==> config.mk <==
export PLATFORM = sky130hd
export DESIGN_NAME = tws_slave_ctrl
export DESIGN_NICKNAME = d
export VERILOG_FILES = /design/src/hw/tws_pkg.sv /design/src/hw/tws_cond_detect.sv /design/src/hw/tws_slave_ctrl.sv /design/src/hw/tws_sync.sv
export SDC_FILE = /design/constraint.sdc
export NUM_CORES = 1
export LEC_CHECK = 0
export ABC_AREA = 1
export BUFFER_PORTS_ARGS = -buffer_cell sky130_fd_sc_hd__buf_2
export CORE_MARGIN = 1
export CORE_UTILIZATION = 56
export DETAILED_ROUTE_END_ITERATION = 12
export PLACE_DENSITY = 0.81
export SYNTH_ARGS = -nofsm -noshare
export SYNTH_HDL_FRONTEND = slang
export SYNTH_SLANG_ARGS = --single-unit
==> constraint.sdc <==
create_clock -name clk_sys -period 2.2 [get_ports clk_sys]
set_input_delay 0.44 -clock clk_sys [delete_from_list [all_inputs] [get_ports clk_sys]]
set_output_delay 0.44 -clock clk_sys [all_outputs]
set_load 0.02 [all_outputs]
==> src/hw/tws_pkg.sv <==
package tws_pkg;

  // ==========================================================================
  // register map, one aligned word each
  localparam logic [7:0] ADDR_CTRL   = 8'h00;
  localparam logic [7:0] ADDR_STATUS = 8'h04;
  localparam logic [7:0] ADDR_DATA   = 8'h08;
  localparam logic [7:0] ADDR_OWN    = 8'h0C;

  // ==========================================================================
  // interface_control bit positions
  localparam int CTRL_INT_FLAG  = 7;
  localparam int CTRL_ACK_EN    = 6;
  localparam int CTRL_START_REQ = 5;
  localparam int CTRL_STOP_REQ  = 4;
  localparam int CTRL_WCOL      = 3;
  localparam int CTRL_IF_EN     = 2;
  localparam int CTRL_INT_EN    = 0;

  // own_slave_address: upper seven bits address, bit 0 general call enable
  localparam int OWN_GC_EN      = 0;
  localparam logic [7:0] OWN_RESET  = 8'h00;
  localparam logic [7:0] DATA_RESET = 8'hFF;

  // ==========================================================================
  // status codes, prescaler bits zero
  localparam logic [7:0] ST_RX_OWN     = 8'h60;
  localparam logic [7:0] ST_RX_OWN_AL  = 8'h68;
  localparam logic [7:0] ST_RX_GC      = 8'h70;
  localparam logic [7:0] ST_RX_GC_AL   = 8'h78;
  localparam logic [7:0] ST_RX_DATA    = 8'h80;
  localparam logic [7:0] ST_RX_NACK    = 8'h88;
  localparam logic [7:0] ST_GC_DATA    = 8'h90;
  localparam logic [7:0] ST_GC_NACK    = 8'h98;
  localparam logic [7:0] ST_STOP       = 8'hA0;
  localparam logic [7:0] ST_TX_OWN     = 8'hA8;
  localparam logic [7:0] ST_TX_OWN_AL  = 8'hB0;
  localparam logic [7:0] ST_TX_ACK     = 8'hB8;
  localparam logic [7:0] ST_TX_NACK    = 8'hC0;
  localparam logic [7:0] ST_TX_LAST    = 8'hC8;
  localparam logic [7:0] ST_NO_INFO    = 8'hF8;
  localparam logic [6:0] GC_ADDRESS    = 7'h00;

  localparam logic [3:0] BITS_PER_BYTE = 4'h8;

  typedef enum logic [2:0] {
    SL_IDLE, SL_ADDR, SL_ADDR_ACK, SL_RX, SL_RX_ACK, SL_TX, SL_TX_ACK, SL_HOLD
  } tws_state_t;

endpackage : tws_pkg

==> src/hw/tws_cond_detect.sv <==
`timescale 1ns/1ps
module tws_cond_detect (
  // clock and reset
  input  wire logic clk_sys,
  input  wire logic rstSyncN,
  // synchronised bus levels
  input  wire logic sclLevel,
  input  wire logic sdaLevel,
  // bus events, one cycle each
  output      logic sclRise,
  output      logic sclFall,
  output      logic startSeen,
  output      logic stopSeen
);

  typedef struct packed {
    logic sclPrev;
    logic sdaPrev;
  } tws_cond_t;

  tws_cond_t cur_ff;
  tws_cond_t nxt_cur;

  // ==========================================================================
  // sda moving while scl stays high marks START or STOP
  always_comb begin
    nxt_cur         = cur_ff;
    nxt_cur.sclPrev = sclLevel;
    nxt_cur.sdaPrev = sdaLevel;
  end

  always_ff @(posedge clk_sys or negedge rstSyncN) begin
    if (!rstSyncN) begin
      cur_ff <= '1;
    end else begin
      cur_ff <= nxt_cur;
    end
  end

  assign sclRise   = sclLevel & ~cur_ff.sclPrev;
  assign sclFall   = ~sclLevel & cur_ff.sclPrev;
  assign startSeen = sclLevel & cur_ff.sclPrev & cur_ff.sdaPrev & ~sdaLevel;
  assign stopSeen  = sclLevel & cur_ff.sclPrev & ~cur_ff.sdaPrev & sdaLevel;

endmodule : tws_cond_detect

==> src/hw/tws_slave_ctrl.sv <==
// Decided for this implementation: the address map and the APB register port.
`timescale 1ns/1ps
// Operation
// - general call data acked: 0x90, ack per enable
// - general call data nacked: 0x98, then unaddressed
// - stop or restart while addressed: 0xA0
// - start request on clear: queue START
// - unaddressed: recognition follows ack and gc enables
// - upper seven bits own address, bit0 gc
// - read bit selects transmit, else receive
// - address match sets flag and status
// - lost arbitration then own read: 0xB0
// - ack disabled: final byte, 0xC0 or 0xC8
// - after final byte, released, master reads ones
// - master ack after last byte gives 0xC8
// - ack disabled ignores address, keeps monitoring
// - deep sleep still acknowledges, requests wake
// - scl held low until flag cleared
// - data register not updated in deep sleep
// - own write address acked: 0x60
// - own read address acked: 0xA8
// - transmitted byte acked: 0xB8
module tws_slave_ctrl #(
  parameter int AW = 8
) (
  // clock and reset
  input  wire logic          clk_sys,
  input  wire logic          rst_n,
  // apb slave
  input  wire logic          psel,
  input  wire logic          penable,
  input  wire logic          pwrite,
  input  wire logic [AW-1:0] paddr,
  input  wire logic [31:0]   pwdata,
  output      logic [31:0]   prdata,
  output      logic          pready,
  output      logic          pslverr,
  // two-wire bus pins, open drain
  input  wire logic          sclIn,
  output      logic          sclOut,
  output      logic          sclOe,
  input  wire logic          sdaIn,
  output      logic          sdaOut,
  output      logic          sdaOe,
  // system side
  input  wire logic          deepSleep,
  input  wire logic          arbLost,
  output      logic          wakeReq,
  output      logic          masterStart
);

  typedef struct packed {
    tws_pkg::tws_state_t state;
    logic        intFlag;
    logic        ackEn;
    logic        startReq;
    logic        stopReq;
    logic        wcol;
    logic        ifEn;
    logic        intEn;
    logic [7:0]  ownAddr;
    logic [7:0]  dataReg;
    logic [1:0]  presc;
    logic [7:0]  code;
    logic [7:0]  shift;
    logic [3:0]  bitCnt;
    logic        genCall;
    logic        lastByte;
    logic        masterAck;
    logic        sdaDrive;
    logic        pendStart;
    logic        busFree;
    logic        wake;
    logic        startPulse;
    logic [31:0] rdata;
  } tws_ctrl_t;

  tws_ctrl_t   cur_ff;
  tws_ctrl_t   nxt_cur;
  logic [1:0]  rstPipe_ff;
  logic        rstSyncN;
  logic [1:0]  pinSync;
  logic        sclLevel;
  logic        sdaLevel;
  logic        sclRise;
  logic        sclFall;
  logic        startSeen;
  logic        stopSeen;
  logic        wrCycle;
  logic        swClear;
  logic [1:0]  match;

  // ==========================================================================
  // reset release
  always_ff @(posedge clk_sys or negedge rst_n) begin
    if (!rst_n) begin
      rstPipe_ff <= 2'h0;
    end else begin
      rstPipe_ff <= {rstPipe_ff[0], 1'b1};
    end
  end
  assign rstSyncN = rstPipe_ff[1];

  // ==========================================================================
  // pin sampling and bus conditions
  tws_sync #(.W(2)) uSync (
    .clk_sys (clk_sys), .rstSyncN (rstSyncN),
    .asyncIn ({sclIn, sdaIn}), .syncOut (pinSync)
  );
  assign sclLevel = pinSync[1];
  assign sdaLevel = pinSync[0];

  tws_cond_detect uCond (
    .clk_sys (clk_sys), .rstSyncN (rstSyncN), .sclLevel (sclLevel), .sdaLevel (sdaLevel),
    .sclRise (sclRise), .sclFall (sclFall), .startSeen (startSeen), .stopSeen (stopSeen)
  );

  // ==========================================================================
  // helpers
  function automatic logic mapped(input logic [AW-1:0] a);
    mapped = a[7:0] inside {tws_pkg::ADDR_CTRL, tws_pkg::ADDR_STATUS, tws_pkg::ADDR_DATA,
                            tws_pkg::ADDR_OWN};
  endfunction : mapped
  // returns {own hit, general call hit}
  function automatic logic [1:0] addrHit(input logic [7:0] rx, input logic [7:0] own,
                                         input logic ack, input logic en);
    logic ownHit;
    logic gcHit;
    ownHit  = ack && en && (rx[7:1] == own[7:1]);
    gcHit   = ack && en && own[tws_pkg::OWN_GC_EN] && (rx[7:1] == tws_pkg::GC_ADDRESS)
              && !rx[0];
    addrHit = {ownHit, gcHit};
  endfunction : addrHit

  function automatic logic isTerm(input logic [7:0] c);
    isTerm = c inside {tws_pkg::ST_RX_NACK, tws_pkg::ST_GC_NACK, tws_pkg::ST_STOP,
                       tws_pkg::ST_TX_NACK, tws_pkg::ST_TX_LAST};
  endfunction : isTerm

  assign wrCycle = psel && penable && pwrite;
  assign swClear = wrCycle && (paddr[7:0] == tws_pkg::ADDR_CTRL) &&
                   pwdata[tws_pkg::CTRL_INT_FLAG];
  assign match   = addrHit(cur_ff.shift, cur_ff.ownAddr, cur_ff.ackEn, cur_ff.ifEn);

  // ==========================================================================
  // next state
  always_comb begin
    nxt_cur            = cur_ff;
    nxt_cur.startPulse = 1'b0;

    // register writes; they land before the engine so a clear sees new bits
    if (wrCycle) begin
      case (paddr[7:0])
        tws_pkg::ADDR_CTRL: begin
          nxt_cur.ackEn    = pwdata[tws_pkg::CTRL_ACK_EN];
          nxt_cur.startReq = pwdata[tws_pkg::CTRL_START_REQ];
          nxt_cur.stopReq  = pwdata[tws_pkg::CTRL_STOP_REQ];
          nxt_cur.ifEn     = pwdata[tws_pkg::CTRL_IF_EN];
          nxt_cur.intEn    = pwdata[tws_pkg::CTRL_INT_EN];
          if (swClear) begin
            nxt_cur.intFlag = 1'b0;
          end
        end
        tws_pkg::ADDR_STATUS: nxt_cur.presc = pwdata[1:0];
        tws_pkg::ADDR_DATA: begin
          // loading while the bus is live would corrupt the shift register
          if (cur_ff.intFlag) begin
            nxt_cur.dataReg = pwdata[7:0];
            nxt_cur.wcol    = 1'b0;
          end else begin
            nxt_cur.wcol = 1'b1;
          end
        end
        tws_pkg::ADDR_OWN: nxt_cur.ownAddr = pwdata[7:0];
        default: ;
      endcase
    end

    // read data registered in the setup cycle
    if (psel && !penable) begin
      case (paddr[7:0])
        tws_pkg::ADDR_CTRL:   nxt_cur.rdata = {24'h0, cur_ff.intFlag, cur_ff.ackEn,
                                               cur_ff.startReq, cur_ff.stopReq, cur_ff.wcol,
                                               cur_ff.ifEn, 1'b0, cur_ff.intEn};
        tws_pkg::ADDR_STATUS: nxt_cur.rdata = {24'h0,
                                               (cur_ff.intFlag ? cur_ff.code[7:3] :
                                                tws_pkg::ST_NO_INFO[7:3]),
                                               1'b0, cur_ff.presc};
        tws_pkg::ADDR_DATA:   nxt_cur.rdata = {24'h0, cur_ff.dataReg};
        tws_pkg::ADDR_OWN:    nxt_cur.rdata = {24'h0, cur_ff.ownAddr};
        default:              nxt_cur.rdata = 32'h0;
      endcase
    end

    if (startSeen) begin
      nxt_cur.busFree = 1'b0;
    end else if (stopSeen) begin
      nxt_cur.busFree = 1'b1;
    end
    if (!deepSleep) begin
      nxt_cur.wake = 1'b0;
    end

    // ========================================================================
    // slave engine
    case (cur_ff.state)
      tws_pkg::SL_IDLE: begin
        nxt_cur.sdaDrive = 1'b0;
        if (startSeen) begin
          nxt_cur.state  = tws_pkg::SL_ADDR;
          nxt_cur.bitCnt = 4'h0;
        end
      end
      tws_pkg::SL_ADDR: begin
        if (stopSeen) begin
          nxt_cur.state = tws_pkg::SL_IDLE;
        end else if (startSeen) begin
          nxt_cur.bitCnt = 4'h0;
        end else if (sclRise) begin
          nxt_cur.shift  = {cur_ff.shift[6:0], sdaLevel};
          nxt_cur.bitCnt = cur_ff.bitCnt + 4'h1;
        end else if (sclFall && cur_ff.bitCnt == tws_pkg::BITS_PER_BYTE) begin
          if (match != 2'b00) begin
            nxt_cur.sdaDrive = 1'b1;
            nxt_cur.genCall  = match[0] && !match[1];
            nxt_cur.state    = tws_pkg::SL_ADDR_ACK;
            if (deepSleep) begin
              nxt_cur.wake = 1'b1;
            end
          end else begin
            nxt_cur.state = tws_pkg::SL_IDLE;
          end
        end
      end
      tws_pkg::SL_ADDR_ACK: begin
        if (sclFall) begin
          nxt_cur.sdaDrive = 1'b0;
          nxt_cur.intFlag  = 1'b1;
          nxt_cur.state    = tws_pkg::SL_HOLD;
          if (cur_ff.shift[0]) begin
            nxt_cur.code = arbLost ? tws_pkg::ST_TX_OWN_AL : tws_pkg::ST_TX_OWN;
          end else if (cur_ff.genCall) begin
            nxt_cur.code = arbLost ? tws_pkg::ST_RX_GC_AL : tws_pkg::ST_RX_GC;
          end else begin
            nxt_cur.code = arbLost ? tws_pkg::ST_RX_OWN_AL : tws_pkg::ST_RX_OWN;
          end
        end
      end
      tws_pkg::SL_RX: begin
        if (sclRise) begin
          nxt_cur.shift  = {cur_ff.shift[6:0], sdaLevel};
          nxt_cur.bitCnt = cur_ff.bitCnt + 4'h1;
        end else if (sclFall && cur_ff.bitCnt == tws_pkg::BITS_PER_BYTE) begin
          nxt_cur.sdaDrive = cur_ff.ackEn;
          nxt_cur.lastByte = !cur_ff.ackEn;
          nxt_cur.state    = tws_pkg::SL_RX_ACK;
        end
      end
      tws_pkg::SL_RX_ACK: begin
        if (sclFall) begin
          nxt_cur.sdaDrive = 1'b0;
          nxt_cur.intFlag  = 1'b1;
          nxt_cur.state    = tws_pkg::SL_HOLD;
          if (!deepSleep) begin
            nxt_cur.dataReg = cur_ff.shift;
          end
          if (cur_ff.genCall) begin
            nxt_cur.code = cur_ff.lastByte ? tws_pkg::ST_GC_NACK : tws_pkg::ST_GC_DATA;
          end else begin
            nxt_cur.code = cur_ff.lastByte ? tws_pkg::ST_RX_NACK : tws_pkg::ST_RX_DATA;
          end
        end
      end
      tws_pkg::SL_TX: begin
        if (sclFall) begin
          if (cur_ff.bitCnt == tws_pkg::BITS_PER_BYTE) begin
            nxt_cur.sdaDrive = 1'b0;
            nxt_cur.state    = tws_pkg::SL_TX_ACK;
          end else begin
            nxt_cur.sdaDrive = !cur_ff.shift[6];
            nxt_cur.shift    = {cur_ff.shift[6:0], 1'b1};
            nxt_cur.bitCnt   = cur_ff.bitCnt + 4'h1;
          end
        end
      end
      tws_pkg::SL_TX_ACK: begin
        if (sclRise) begin
          nxt_cur.masterAck = !sdaLevel;
        end else if (sclFall) begin
          nxt_cur.intFlag = 1'b1;
          nxt_cur.state   = tws_pkg::SL_HOLD;
          if (!cur_ff.masterAck) begin
            nxt_cur.code = tws_pkg::ST_TX_NACK;
          end else if (cur_ff.lastByte) begin
            nxt_cur.code = tws_pkg::ST_TX_LAST;
          end else begin
            nxt_cur.code = tws_pkg::ST_TX_ACK;
          end
        end
      end
      tws_pkg::SL_HOLD: begin
        // bus waits here with scl low until software clears the flag
        if (swClear) begin
          nxt_cur.bitCnt = 4'h0;
          if (nxt_cur.stopReq) begin
            nxt_cur.stopReq = 1'b0;
            nxt_cur.state   = tws_pkg::SL_IDLE;
          end else if (isTerm(cur_ff.code)) begin
            nxt_cur.state     = tws_pkg::SL_IDLE;
            nxt_cur.pendStart = nxt_cur.startReq;
          end else if (cur_ff.code inside {tws_pkg::ST_TX_OWN, tws_pkg::ST_TX_OWN_AL,
                                           tws_pkg::ST_TX_ACK}) begin
            nxt_cur.shift    = nxt_cur.dataReg;
            nxt_cur.sdaDrive = !nxt_cur.dataReg[7];
            nxt_cur.lastByte = !nxt_cur.ackEn;
            nxt_cur.bitCnt   = 4'h1;
            nxt_cur.state    = tws_pkg::SL_TX;
          end else begin
            nxt_cur.state = tws_pkg::SL_RX;
          end
        end
      end
      default: nxt_cur.state = tws_pkg::SL_IDLE;
    endcase

    // bus conditions while addressed and not parked on software
    if ((startSeen || stopSeen) && cur_ff.state != tws_pkg::SL_IDLE &&
        cur_ff.state != tws_pkg::SL_ADDR && cur_ff.state != tws_pkg::SL_HOLD) begin
      nxt_cur.sdaDrive = 1'b0;
      nxt_cur.intFlag  = 1'b1;
      nxt_cur.code     = tws_pkg::ST_STOP;
      nxt_cur.state    = tws_pkg::SL_HOLD;
    end

    if (cur_ff.pendStart && nxt_cur.busFree) begin
      nxt_cur.pendStart  = 1'b0;
      nxt_cur.startReq   = 1'b0;
      nxt_cur.startPulse = 1'b1;
    end

    if (!nxt_cur.ifEn) begin
      nxt_cur.state    = tws_pkg::SL_IDLE;
      nxt_cur.sdaDrive = 1'b0;
    end
  end

  always_ff @(posedge clk_sys or negedge rstSyncN) begin
    if (!rstSyncN) begin
      cur_ff         <= '0;
      cur_ff.state   <= tws_pkg::SL_IDLE;
      cur_ff.ownAddr <= tws_pkg::OWN_RESET;
      cur_ff.dataReg <= tws_pkg::DATA_RESET;
      cur_ff.code    <= tws_pkg::ST_NO_INFO;
      cur_ff.busFree <= 1'b1;
    end else begin
      cur_ff <= nxt_cur;
    end
  end

  // ==========================================================================
  // outputs
  assign prdata      = cur_ff.rdata;
  assign pready      = 1'b1;
  assign pslverr     = psel && penable && !mapped(paddr);
  assign sclOut      = 1'b0;
  assign sclOe       = (cur_ff.state == tws_pkg::SL_HOLD) && cur_ff.intFlag;
  assign sdaOut      = 1'b0;
  assign sdaOe       = cur_ff.sdaDrive;
  assign wakeReq     = cur_ff.wake;
  assign masterStart = cur_ff.startPulse;

endmodule : tws_slave_ctrl

==> src/hw/tws_sync.sv <==
`timescale 1ns/1ps
module tws_sync #(
  parameter int W = 2
) (
  // clock and reset
  input  wire logic         clk_sys,
  input  wire logic         rstSyncN,
  // levels
  input  wire logic [W-1:0] asyncIn,
  output      logic [W-1:0] syncOut
);

  typedef struct packed {
    logic [W-1:0] meta;
    logic [W-1:0] stable;
  } tws_sync_t;

  tws_sync_t cur_ff;
  tws_sync_t nxt_cur;

  // ==========================================================================
  // first stage only feeds the second
  always_comb begin
    nxt_cur        = cur_ff;
    nxt_cur.meta   = asyncIn;
    nxt_cur.stable = cur_ff.meta;
  end

  always_ff @(posedge clk_sys or negedge rstSyncN) begin
    if (!rstSyncN) begin
      cur_ff <= '1;
    end else begin
      cur_ff <= nxt_cur;
    end
  end

  assign syncOut = cur_ff.stable;

endmodule : tws_sync

Word level (Yosys, flattened, before mapping)
Index checks and enable logic that the tools add are counted.
Widths: inputs -> output; s select.
- bits of input ports: 49
- register bits after elaboration: 96
- output and inout port bits: 40
- equal/unequal tests: 58
- bitwise logic cells: 14
- $add $sub $neg: 1
- reductions and logical operators: 57
- muxes and demuxes: 109
- operators with widths (cell ; count):
    $mux 8 ; 14
    $mux 12 ; 7
    $eq 8x8->1 const B ; 8
    $pmux 8 s4 ; 2
    $ne 4x4->1 const B ; 15
    $mux 1 ; 44
    $mux 3 ; 14
    $mux 4 ; 10
    $mux 25 ; 1
    $pmux 8 s3 ; 1
    $ne 2x2->1 const B ; 11
    $pmux 3 s7 ; 1
    $mux 5 ; 4
    $pmux 4 s5 ; 1
    $logic_and 1x1->1 ; 18
    $eq 8x4->1 const B ; 2
    $ne 3x3->1 const B ; 5
    $ne 5x5->1 const B ; 3
    $reduce_and 14->1 ; 1
    $mux 13 ; 1
    $eq 3x3->1 const B ; 4
    $reduce_and 6->1 ; 2
    $reduce_bool 4->1 ; 3
    $mux 2 ; 5
    other kinds (30) ; 62

Depth between registers and ports, before layout
- word-level depth: 15
- depth in mapped cells: 14
- mapped depth without buffers: 14

By module
From an unflattened synthesis, not the netlist that was laid out.
- cells, all modules: 648
- area total of the unflattened synthesis: 4605.7 sq um
- by module, submodules not included (module ; sequential area each (sq um) ; cells an instance ; area an instance (sq um) ; times used):
    tws_slave_ctrl ; 1594.0 ; 629 ; 4391.7 ; 1
    tws_sync ; 105.1 ; 6 ; 120.1 ; 1
    tws_cond_detect ; 52.6 ; 13 ; 93.8 ; 1

Least setup slack after synthesis
OpenSTA, ideal clock, no wires.
- path type: input-to-output
- start point: input port paddr[7]
- end point: output port pslverr
- stages on the path: 6
- slack: 263 ps
- arrival time: 1497 ps
- path through: nor2_2 -> nand2_2 -> inv_1 -> nand3_1 -> inv_1 -> nor4_1
- word-level cells in the longest chain between the ends: 4
- elaborated cells between the ends (all ways): 7
- classes of those cells: eq/ne: 3; reduce/logical: 4
- RTL lines (item ; line ; text):
    start, declared ; tws_slave_ctrl.sv:33 ; input wire logic [AW-1:0] paddr,
    $eq 8x3->1, or another cell as far along ; tws_slave_ctrl.sv:121 ; mapped = a[7:0] inside {tws_pkg::ADDR_CTRL, tws_pkg::ADDR_STATUS, tws_pkg::ADDR_DATA,
    $reduce_bool 4->1 * ; tws_slave_ctrl.sv:121 ;
    $logic_not 1->1 * ; tws_slave_ctrl.sv:364 ; assign pslverr = psel && penable && !mapped(paddr);
    $logic_and 1x1->1 * ; tws_slave_ctrl.sv:364 ;
    end, declared ; tws_slave_ctrl.sv:37 ; output logic pslverr,
Mark *: on every way between the ends. The rest lies on a longest branch, timed or not.

Worst setup path after layout
- start point: input port paddr[1]
- end point: output port pslverr
The elaborated chain is that of the path after synthesis.

==> flow_summary.json <==
{
  "status": "completed",
  "drt-initial-drc-count": 326,
  "finalCritPeriodShare_pct": 90.4,
  "async_flop_share_pct": 100,
  "critical_path.slowest_cell": "nor2_2",
  "placed_cell_area_um2": 4730,
  "synth_top_family_by_area": "simple AND/OR/NAND/NOR gates",
  "wl_per_cell_um": 14.6,
  "rows": 32,
  "drive_gt1_share_pct": 19.5,
  "grt_pass1_wl_mm": 19.1,
  "arrival_ps": 1550,
  "initial_core_util_pct": 58.6,
  "critPathMaxFanout": 7,
  "synth_top_area_share_pct": 26.8,
  "required_ps": 1760,
  "cts_tree": "built",
  "dr.pass1.iters": 5,
  "total_power_mw": 2.78,
  "yosysWarnings": 0,
  "postLayoutCellArea_um2": 4970,
  "seq_area_frac_synth_pct": 38.3,
  "tightest_slew_ps": 636,
  "synthMuxAreaShare_pct": 0.246,
  "start_kind": "primary input",
  "synthAdderAreaFrac_pct": 0.547,
  "dieArea_um2": 8540,
  "powerDensity_nw_per_um2": 559,
  "synth-edff-count": 0,
  "max_freq_mhz": 503,
  "crit_path_frequent_cell": "buf_2",
  "placed_cells": 758,
  "drc": 0,
  "p_leak_nw": 2.61,
  "gp_congestion": 0.948,
  "dp_hpwl_mm": 8.53,
  "core_area_um2": 7810,
  "h-tree-depth": 3,
  "pin_count": 89,
  "routed_wl_mm": 11.3,
  "io_buffers": 37,
  "finalHoldViolCount": 0,
  "antenna_found_initial": 0,
  "ys.flop_type": "dfrtp_1",
  "final_nets": 719,
  "synth_xor_area_share_pct": 0.957,
  "grt_max_degree": 68,
  "layout.cells.non_filler": 775,
  "fp.dieW_um": 92.4,
  "detail-route-antenna-nets": 0,
  "synth_seq_cells": 69,
  "diodes": 0,
  "n_fill_cell": 708,
  "max_slew_margin_pct": 57.3,
  "grt_pass1_vias": 4085,
  "overflow": 0,
  "syn_avg_cell_area_um2": 7.22,
  "cts_resized": 0,
  "path_class": "primary input to output pin",
  "final-setup-viol-count": 0,
  "avgViaCountPerCell": 5.46,
  "clk-insertion-delay-late_ps": 370,
  "fin_tns_setup_ps": 0,
  "syn-cell-area_um2": 4580,
  "final-seq-area_um2": 1750,
  "cts_sinks": 69,
  "cts-buffers-inserted": 9,
  "synth-simple-area-share_pct": 33.0,
  "end_kind": "output pin",
  "die_y_um": 92.4,
  "min_path_type": "primary input to flip-flop",
  "grt_usage_pct": 28.7,
  "path_cells": "buf_2 -> nor2_4 -> nand3_1 -> nor2_2 -> inv_1 -> nand2_1 -> nor4_1 -> buf_2",
  "clk_path_buf_depth": 2,
  "multi_input_area_um2": 2300,
  "period_minus_slack_ps": 1990,
  "skew_ps": 15.1,
  "cpPeakStageDelay_ps": 260,
  "vias": 4229,
  "slew_violations": 0,
  "clk_pin_slew_ps": 70,
  "synthTopCellsByArea": "dfrtp_1, nand2_1, dfstp_2",
  "synthDistinctLibCells": 50,
  "root_buffer": "clkbuf_8",
  "final_util_pct": 63.7,
  "cap_viol_max_count": 0,
  "peakVddDrop_uv": 519,
  "synth-compound-area-share_pct": 13.2,
  "syn_to_final_growth_pct": 8.61,
  "synthCells": 634,
  "synth_largest_area_cell": "dfrtp_1",
  "grt_setup_unrepaired": "false"
}
[cells by family after synthesis]
logic type      after synthesis
buf+inv                     125
mux                           1
other cells                   2
flops                        69
simple gates                320
compound gates              110
fa+ha+maj                     2
xor+xnor                      5
[stage by stage]
step                hold WS (ps)  worst slack, ps
floorplan                    144              171
global placement             226              241
detailed placement           226              215
CTS                          168              208
global route                 172             17.3
finish                       178              211
[critical path: cells and delay by family]
family,cells,cell delay [ps]
buffers and inverters,3,480
AND/OR/NAND/NOR,5,630
[synthesized netlist by cell type, types with 8 or more instances]
cell type / instances
nand4_1: 23
clkbuf_1: 9
nor2_1: 67
o21ai_0: 61
dfrtp_1: 49
nand3_1: 28
buf_4: 37
nand2_1: 158
a21oi_1: 25
dfstp_2: 20
nand2_2: 8
inv_2: 10
inv_1: 61
[routing by layer]
metal / global-route usage [%] / vias up / routed length (µm)
met5: 0 / - / 0
met4: 12.1 / 0 / 258
met3: 4.35 / 21 / 620
met2: 48.6 / 142 / 5570
met1: 36.5 / 2001 / 4830
li1: - / 2065 / -
[repair_timing]
action                    4_1_cts  5_1_grt
hold endpoints to repair        2        0
hold buffers                    1        0
buffers inserted                0        0
[path summary, 6_finish.rpt]
| path | start | to | slack, ps | cells past startpoint |
|---|---|---|---|---|
| setup reg to reg | cur_ff[40] | cur_ff[86] | 270 | 13 |
| min in group asynchronous | rstPipe_ff[1] | cur_ff[82] | 250 | 1 |
| hold / removal | sclIn | uSync.cur_ff[3] | 180 | 1 |
| setup / recovery | paddr[1] | pslverr | 210 | 8 |
| hold reg to reg | rstPipe_ff[1] | cur_ff[82] | 250 | 1 |
| max in group asynchronous | rstPipe_ff[1] | cur_ff[63] | 1580 | 1 |
[placed cells by master (no fill, tap or decap), types with 8 or more instances in the layout]
cell type  Yosys  layout
o21ai_0       61      61
conb_1         2      28
buf_2          3      37
nor2_1        67      67
dfrtp_1       49      48
nand2_2        8       8
clkbuf_8       0       9
a21oi_1       25      25
inv_2         10      10
inv_1         61      61
dfstp_2       20      20
nand3_1       28      28
nand2_1      158     158
nand4_1       23      23
buf_4         37       9
[state kept, by name (all words and copies together), names as in the netlist]
| name | count |
|---|---|
| masterStart | 1 |
| wakeReq | 1 |
| rstPipe_ff | 2 |
| prdata | 8 |
| sdaOe | 1 |
| uSync.cur_ff | 2 |
| uSync.syncOut | 2 |
| uCond.cur_ff | 2 |
| cur_ff | 50 |
[layout make-up]
type | instances | share of cell area [%]
multi-input cells | 466 | 46.3
flip-flops and latches | 69 | 35.3
repair buffers | 48 | 5.69
inverters | 74 | 5.64
well taps | 102 | 2.57
clock buffers | 9 | 2.49
clock inverters | 7 | 2.09
[where the power goes]
group | switching [mW] | internal, mW
registers | 0.0294 | 1.31
clock network | 0.556 | 0.654
logic | 0.168 | 0.0659
No activity file was read; power rests on OpenSTA's default activity.
